## src/tbd_pkg.sv

```systemverilog
// Function
// [RULE_01] setting tick enable raises the tick irq at the next falling tap edge
// [RULE_02] the shared prescaler is never cleared by enabling the tick
// [RULE_03] software changes tick rate only while tick enable is zero
// [RULE_04] software keeps tick rate unchanged in the write clearing tick enable
// [RULE_05] one write may set tick rate and tick enable together
// [RULE_06] tick rate codes select divide by 2^23..2^9, doubled when prescale doubling
// [RULE_07] control byte: buzzer enable, buzzer rate, zero bit, tick enable, tick rate
// [RULE_08] software always writes zero into bit 4 of the control byte
// [RULE_09] buzzer enabled drives a half duty square wave at the selected rate
// [RULE_10] buzzer enable bit one turns the output on, zero turns it off
// [RULE_11] buzzer rate codes select divide by 2^13..2^10, doubled when doubling
// [RULE_12] software changes buzzer rate only while buzzer output is disabled
// [RULE_13] software sets port latch then port direction before using the buzzer pin
// [RULE_14] while enabled, one tick irq pulse on every falling edge of the tap
// [RULE_15] prescale doubling input shifts both tap selections by one stage
package tbd_pkg;
  localparam int          PRESC_W        = 24;
  localparam logic [7:0]  CTRL_INDEX     = 8'h36;
  localparam logic [11:0] CTRL_ADDR      = {2'h0, CTRL_INDEX, 2'h0};
  localparam logic [7:0]  CTRL_RESET     = 8'h00;
  localparam int          BUZ_EN_BIT     = 7;
  localparam int          BUZ_RATE_HI    = 6;
  localparam int          BUZ_RATE_LO    = 5;
  localparam int          ZERO_BIT       = 4;
  localparam int          TICK_EN_BIT    = 3;
  localparam int          TICK_RATE_HI   = 2;
  localparam int          TICK_RATE_LO   = 0;
  localparam logic [7:0]  CTRL_WR_MASK   = 8'hef;
  // divisor exponents for tick rate codes 0..7 and buzzer codes 0..3
  localparam logic [4:0]  TICK_EXP [8]   = '{5'd23, 5'd21, 5'd16, 5'd14,
                                             5'd13, 5'd12, 5'd11, 5'd9};
  localparam logic [4:0]  BUZ_EXP [4]    = '{5'd13, 5'd12, 5'd11, 5'd10};
  localparam logic [1:0]  RESP_OKAY      = 2'h0;
  localparam logic [1:0]  RESP_SLVERR    = 2'h2;
  localparam logic        BUZ_IDLE_LEVEL = 1'b1;
endpackage : tbd_pkg

```

## src/tbd_top.sv

```systemverilog
// The AXI4-Lite slave port is this design's own decision.
`timescale 1ns/10ps
module tbd_top #(
  parameter int AW = 12,
  parameter int W  = tbd_pkg::PRESC_W
) (
  // clock and reset
  input  wire logic          aclk,
  input  wire logic          aresetn,
  // axi4-lite write address
  input  wire logic [AW-1:0] s_axi_awaddr,
  input  wire logic [2:0]    s_axi_awprot,
  input  wire logic          s_axi_awvalid,
  output logic               s_axi_awready,
  // axi4-lite write data
  input  wire logic [31:0]   s_axi_wdata,
  input  wire logic [3:0]    s_axi_wstrb,
  input  wire logic          s_axi_wvalid,
  output logic               s_axi_wready,
  // axi4-lite write response
  output logic [1:0]         s_axi_bresp,
  output logic               s_axi_bvalid,
  input  wire logic          s_axi_bready,
  // axi4-lite read address
  input  wire logic [AW-1:0] s_axi_araddr,
  input  wire logic [2:0]    s_axi_arprot,
  input  wire logic          s_axi_arvalid,
  output logic               s_axi_arready,
  // axi4-lite read data
  output logic [31:0]        s_axi_rdata,
  output logic [1:0]         s_axi_rresp,
  output logic               s_axi_rvalid,
  input  wire logic          s_axi_rready,
  // clock logic
  input  wire logic          prescale_double_sel,
  // events and pins
  output logic               periodic_tick_irq,
  output logic               buzzer_out_pin
);
  import tbd_pkg::*;

  // mask of stages below and including the tap for a divide by 2^(exp+dbl)
  function automatic logic [W-1:0] tap_mask(input logic [4:0] exp, input logic dbl);
    logic [5:0] e;
    e = {1'b0, exp} + {5'h00, dbl}; // [RULE_15]
    tap_mask = W'((33'h1 << e) - 33'h1);
  endfunction : tap_mask

  logic [W-1:0]  count;
  logic [7:0]    ctrl_ff;
  logic [7:0]    nxt_ctrl;
  logic          aw_got_ff;
  logic          w_got_ff;
  logic [AW-1:0] awaddr_ff;
  logic [31:0]   wdata_ff;
  logic [3:0]    wstrb_ff;
  logic          bvalid_ff;
  logic [1:0]    bresp_ff;
  logic          rvalid_ff;
  logic [31:0]   rdata_ff;
  logic [1:0]    rresp_ff;
  logic          irq_ff;
  logic          buz_ff;

  tbd_prescaler #(
    .W       (W)
  ) u_presc (
    .aclk    (aclk),
    .aresetn (aresetn),
    .count   (count)
  );

  // write channel
  wire           aw_hs   = s_axi_awvalid & s_axi_awready;
  wire           w_hs    = s_axi_wvalid & s_axi_wready;
  wire           aw_have = aw_got_ff | aw_hs;
  wire           w_have  = w_got_ff | w_hs;
  wire           do_wr   = aw_have & w_have;
  wire [AW-1:0]  wr_addr = aw_hs ? s_axi_awaddr : awaddr_ff;
  wire [31:0]    wr_data = w_hs ? s_axi_wdata : wdata_ff;
  wire [3:0]     wr_strb = w_hs ? s_axi_wstrb : wstrb_ff;
  wire           wr_hit  = (wr_addr[AW-1:2] == CTRL_ADDR[AW-1:2]);
  wire           wr_take = do_wr & wr_hit & wr_strb[0];

  assign s_axi_awready = ~aw_got_ff & ~bvalid_ff;
  assign s_axi_wready  = ~w_got_ff & ~bvalid_ff;
  assign s_axi_bvalid  = bvalid_ff;
  assign s_axi_bresp   = bresp_ff;

  // rate and enable land in the same edge, so a combined write works
  // bit 4 is held at zero whatever is written
  assign nxt_ctrl = wr_take ? (wr_data[7:0] & CTRL_WR_MASK) : ctrl_ff; // [RULE_05] [RULE_07]

  // read channel
  wire           ar_hs   = s_axi_arvalid & s_axi_arready;
  wire           rd_hit  = (s_axi_araddr[AW-1:2] == CTRL_ADDR[AW-1:2]);

  assign s_axi_arready = ~rvalid_ff;
  assign s_axi_rvalid  = rvalid_ff;
  assign s_axi_rdata   = rdata_ff;
  assign s_axi_rresp   = rresp_ff;

  // tap decode
  wire [2:0]     tick_code = ctrl_ff[TICK_RATE_HI:TICK_RATE_LO];
  wire [1:0]     buz_code  = ctrl_ff[BUZ_RATE_HI:BUZ_RATE_LO];
  wire [W-1:0]   tick_msk  = tap_mask(TICK_EXP[tick_code], prescale_double_sel); // [RULE_06]
  wire [W-1:0]   buz_msk   = tap_mask(BUZ_EXP[buz_code], prescale_double_sel);   // [RULE_11]
  // tap is the mask's top bit; it falls at the edge where all masked bits are ones
  wire           tick_fall = &(count | ~tick_msk);
  wire [W-1:0]   buz_sel   = buz_msk & ~(buz_msk >> 1);
  wire           buz_tap   = |(count & buz_sel);
  // irq aligned to the edge where the tap falls; first one may come early
  wire           nxt_irq   = ctrl_ff[TICK_EN_BIT] & tick_fall; // [RULE_01] [RULE_14] [RULE_02]
  // half duty square wave straight from the tap
  wire           nxt_buz   = ctrl_ff[BUZ_EN_BIT] ? buz_tap : BUZ_IDLE_LEVEL; // [RULE_09] [RULE_10]

  assign periodic_tick_irq = irq_ff;
  assign buzzer_out_pin    = buz_ff;

  always_ff @(posedge aclk) begin
    if (!aresetn) begin
      ctrl_ff <= CTRL_RESET;
      irq_ff  <= 1'b0;
      buz_ff  <= BUZ_IDLE_LEVEL;
    end else begin
      ctrl_ff <= nxt_ctrl;
      irq_ff  <= nxt_irq;
      buz_ff  <= nxt_buz;
    end
  end

  always_ff @(posedge aclk) begin
    if (!aresetn) begin
      aw_got_ff <= 1'b0;
      w_got_ff  <= 1'b0;
      awaddr_ff <= '0;
      wdata_ff  <= 32'h0;
      wstrb_ff  <= 4'h0;
      bvalid_ff <= 1'b0;
      bresp_ff  <= RESP_OKAY;
    end else begin
      aw_got_ff <= aw_have & ~do_wr;
      w_got_ff  <= w_have & ~do_wr;
      if (aw_hs) begin
        awaddr_ff <= s_axi_awaddr;
      end
      if (w_hs) begin
        wdata_ff <= s_axi_wdata;
        wstrb_ff <= s_axi_wstrb;
      end
      bvalid_ff <= do_wr | (bvalid_ff & ~s_axi_bready);
      if (do_wr) begin
        bresp_ff <= wr_hit ? RESP_OKAY : RESP_SLVERR;
      end
    end
  end

  always_ff @(posedge aclk) begin
    if (!aresetn) begin
      rvalid_ff <= 1'b0;
      rdata_ff  <= 32'h0;
      rresp_ff  <= RESP_OKAY;
    end else begin
      rvalid_ff <= ar_hs | (rvalid_ff & ~s_axi_rready);
      if (ar_hs) begin
        rdata_ff <= rd_hit ? {24'h0, ctrl_ff} : 32'h0;
        rresp_ff <= rd_hit ? RESP_OKAY : RESP_SLVERR;
      end
    end
  end
endmodule : tbd_top

```

## src/tbd_prescaler.sv

```systemverilog
`timescale 1ns/10ps
module tbd_prescaler #(
  parameter int W = tbd_pkg::PRESC_W
) (
  // clock and reset
  input  wire logic         aclk,
  input  wire logic         aresetn,
  // divider stages
  output logic [W-1:0]      count
);
  import tbd_pkg::*;

  logic [W-1:0] count_ff;
  logic [W-1:0] nxt_count;

  // free running; nothing in software clears it
  assign nxt_count = count_ff + {{(W-1){1'b0}}, 1'b1}; // [RULE_02]
  assign count     = count_ff;

  always_ff @(posedge aclk) begin
    if (!aresetn) begin
      count_ff <= '0;
    end else begin
      count_ff <= nxt_count;
    end
  end
endmodule : tbd_prescaler

```

## config.mk

```make
export PLATFORM = sky130hd
export DESIGN_NAME = tbd_top
export DESIGN_NICKNAME = d
export VERILOG_FILES = /design/src/tbd_pkg.sv /design/src/tbd_top.sv /design/src/tbd_prescaler.sv
export SDC_FILE = /design/constraint.sdc
export NUM_CORES = 1
export LEC_CHECK = 0
export ABC_AREA = 1
export BUFFER_PORTS_ARGS = -buffer_cell sky130_fd_sc_hd__buf_2
export CORE_ASPECT_RATIO = 0.7
export CORE_MARGIN = 1.5
export CORE_UTILIZATION = 40
export DETAILED_ROUTE_END_ITERATION = 8
export GPL_TIMING_DRIVEN = 0
export HOLD_SLACK_MARGIN = 0.06
export MAX_ROUTING_LAYER = met4
export PLACE_DENSITY = 0.74
export REMOVE_ABC_BUFFERS = 1
export SYNTH_ARGS = -nofsm -noshare
export SYNTH_HDL_FRONTEND = slang
export SYNTH_SLANG_ARGS = --single-unit
export TNS_END_PERCENT = 100
```

## constraint.sdc

```tcl
create_clock -name aclk -period 3.7 [get_ports aclk]
set_clock_uncertainty 0.2 [all_clocks]
set_input_delay 0.74 -clock aclk [delete_from_list [all_inputs] [get_ports aclk]]
set_output_delay 0.74 -clock aclk [all_outputs]
set_load 0.1 [all_outputs]
```

==> reports/metrics.yaml <==
synth_cell_type_count: 50
yosysTopAreaCell: "dfxtp_1"
antenna_cells: 0
rows: 31
grtUsageTotal: 0.186
die_area_um2: 11400
crit_path_start_kind: "flop"
power_density_nw_per_um2: 412
htree_num_levels: 3
placed_cells: 799
dpl.hpwl_um: 7680
firstDrtPassIters: 5
antenna_found_initial: 0
cts_buffers: 9
path_cells: "nor2_1, inv_1, o21ai_0, ha_1, ha_1, nor2_1, nand3_4, inv_2, nand2_1, nand2_1, nor2_1, nor2_2, nand2_1, nor3_2, nand3_1, nor2_1"
hold_depth: 2
via_per_inst: 4.91
period_needed_ns: 3.24
rsz0062_at_grt: "false"
drv_slew: 0
p_leak_nw: 2.30
reg2reg_slack_ns: 0.46
hold_buffers: 0
clock_latency_ns: 0.33
cts.sinks: 64
ys_seq_area_frac: 0.296
synth_area_per_cell_um2: 6.92
r2r_cells: 16
slew_headroom: 0.556
tns_ns: 0
place.gp.congestion: 0.924
cts-resized-gates: 0
crit_top_cell: "nor2_1"
coreArea_um2: 10400
die_h_um: 90.0
io_pins: 117
final_common_cell: "nand2_1"
startpoint: "ctrl_ff[2]$_SDFFE_PN0P_"
area.growth.synth_to_final_pct: 13.4
grt_pass1_vias: 3532
cts_root_buf: "clkbuf_16"
instances_no_fill: 815
ys_top_cells_by_area: "dfxtp_1 30%, nand2_1 10%, nor2_1 7.5%"
critPathKind: "reg2reg"
synth_edf_count: 0
stdcell_area_um2: 4900
end_kind: "flop"
drive_above_1_share: 0.186
worst_ep_arrival_time_ns: 3.30
p_total_mw: 2.02
synth_cells: 625
max_clock_freq_mhz: 309
async_flop_share: 0
r2r-end: "periodic_tick_irq$_SDFF_PN0_"
finalSetupViolCount: 0
period_share: 0.875
clk_pin_slew_ns: 0.05
grt_max_degree: 38
routed_wl_um: 9850
hp-class: "reg2reg"
port_buffers: 51
finalHoldViolCount: 0
cts_tree: "built"
critPathRequiredTime_ns: 3.77
min_from: "s_axi_rdata[6]$_SDFFE_PN0P_"
cpMaxStageDelayCell: "dfxtp_1"
synth_top_area_share: 0.296
timing.rr.start: "ctrl_ff[2]$_SDFFE_PN0P_"
start_util: 0.414
holdPathEnd: "s_axi_rdata[6]$_SDFFE_PN0P_"
grt.overflow.total: 0
first_iter_violations: 282
synth_area_um2: 4320
dpl_cell_area_um2: 4580
wl_per_cell_um: 12.1
clock_path_buffers: 2
drc: 0
nets: 766
multi_input_area_um2: 2560
filler_cell_count: 1061
hold_slack_ns: 0.261
route.vias.total: 4001
slowest_delay_ns: 0.64
ant_nets: 0
post_cts_buffers: 0
synth_flop_cell: "dfxtp_1"
status: "finished, final reports clean"
yosys_warnings: 0
worst_pin_slew_ns: 0.665
cp.buffers_inverters: 2
vdd_drop_max_mv: 0.237
ys_seq_elements: 64
grt_pass1_wl_um: 16600
final-seq-area_um2: 1280
fp.dieW_um: 127
cp_max_fo: 8
cp_top_family: "simple AND/OR/NAND/NOR gates"
final_cell_mix: "118 x nand2_1, 86 x nor2_1, 76 x inv_1"
cap_violations: 0
cells by family after synthesis:
| logic type | share of synthesized area |
|---|---|
| simple gates | 0.399 |
| buf+inv | 0.135 |
| compound gates | 0.0923 |
| flops | 0.296 |
| fa+ha+maj | 0.0405 |
| mux | 0.0232 |
| xor+xnor | 0.0122 |
| other cells | 0.00174 |
cell type report:
class | instances | share of cell area
Sequential cell | 64 | 0.261
Inverter | 84 | 0.0661
Clock buffer | 14 | 0.0579
Tap cell | 132 | 0.0337
Multi-Input combinational cell | 468 | 0.522
Clock inverter | 2 | 0.00714
Timing Repair Buffer | 51 | 0.0521
worst max-delay path by stage:
stage          cells past startpoint  slack, ns                      endpoint
6_report                          16       0.46  periodic_tick_irq$_SDFF_PN0_
5_1_grt                           17       0.19  periodic_tick_irq$_SDFF_PN0_
4_1_cts                           16       0.47  periodic_tick_irq$_SDFF_PN0_
3_5_place_dp                      14       0.39     buzzer_out_pin$_SDFF_PN1_
3_3_place_gp                      14       0.43     buzzer_out_pin$_SDFF_PN1_
2_1_floorplan                     10       0.29       ctrl_ff[2]$_SDFFE_PN0P_
worst register-to-register path, cell delays in order, from the launching register on:
cell	delay, ns
dfxtp_1	0.64
nor2_1	0.11
inv_1	0.13
o21ai_0	0.12
ha_1	0.27
ha_1	0.35
nor2_1	0.29
nand3_4	0.14
inv_2	0.08
nand2_1	0.09
nand2_1	0.14
nor2_1	0.07
nor2_2	0.09
nand2_1	0.06
nor3_2	0.22
nand3_1	0.10
nor2_1	0.09
report_power, final:
part,leakage [nW],internal (mW),switching (mW)
registers,0.521,0.718,0.0113
logic,1.62,0.0828,0.321
clock network,0.159,0.594,0.293
layer usage:
metal / global-route usage / vias up / part of all wire
met5: - / - / 0
met4: 0.0455 / 0 / 0.0083
met3: 0.0464 / 8 / 0.069
met2: 0.260 / 125 / 0.40
met1: 0.267 / 1796 / 0.52
li1: - / 2072 / -
through the flow:
| step | setup WS [ns] | utilization |
|---|---|---|
| final | 0.463 | 0.470 |
| after global routing | 0.191 | 0.470 |
| after CTS | 0.473 | 0.470 |
| after detailed placement | 0.388 | 0.439 |
| after global placement | 0.434 | 0.439 |
| after floorplan | 0.293 | - |
synth_stat cells (2+ instances only):
| cell | n |
|---|---|
| nand2_1 | 118 |
| nor2_1 | 86 |
| inv_1 | 76 |
| dfxtp_1 | 64 |
| nand3_1 | 35 |
| a21oi_1 | 28 |
| buf_4 | 27 |
| o21ai_0 | 24 |
| nor3_1 | 19 |
| nand4_1 | 15 |
| ha_1 | 14 |
| nand2_2 | 12 |
| mux2i_1 | 10 |
| nor2_2 | 7 |
| nor2_4 | 7 |
| nand2_4 | 6 |
| inv_2 | 5 |
| nor4_1 | 5 |
| clkbuf_1 | 4 |
| nor3b_1 | 4 |
| o21ai_1 | 4 |
| or2_2 | 4 |
| buf_6 | 3 |
| nand2_8 | 3 |
| nand3_2 | 3 |
| nand3_4 | 3 |
| nand3b_1 | 3 |
| nor3_2 | 3 |
| o22ai_1 | 3 |
| xnor2_1 | 3 |
| xor2_1 | 3 |
| conb_1 | 2 |
| o211a_1 | 2 |
| o211ai_1 | 2 |
| o21ai_2 | 2 |
| o31ai_1 | 2 |
flip-flops by register name, indices dropped and copies added, names as in the netlist:
name	count
u_presc.count	24
awaddr_ff	10
ctrl_ff	7
s_axi_rdata	7
wdata_ff	7
aw_got_ff	1
buzzer_out_pin	1
periodic_tick_irq	1
s_axi_bresp	1
s_axi_bvalid	1
s_axi_rresp	1
s_axi_rvalid	1
w_got_ff	1
wstrb_ff	1
No activity file was read; power rests on OpenSTA's default activity.
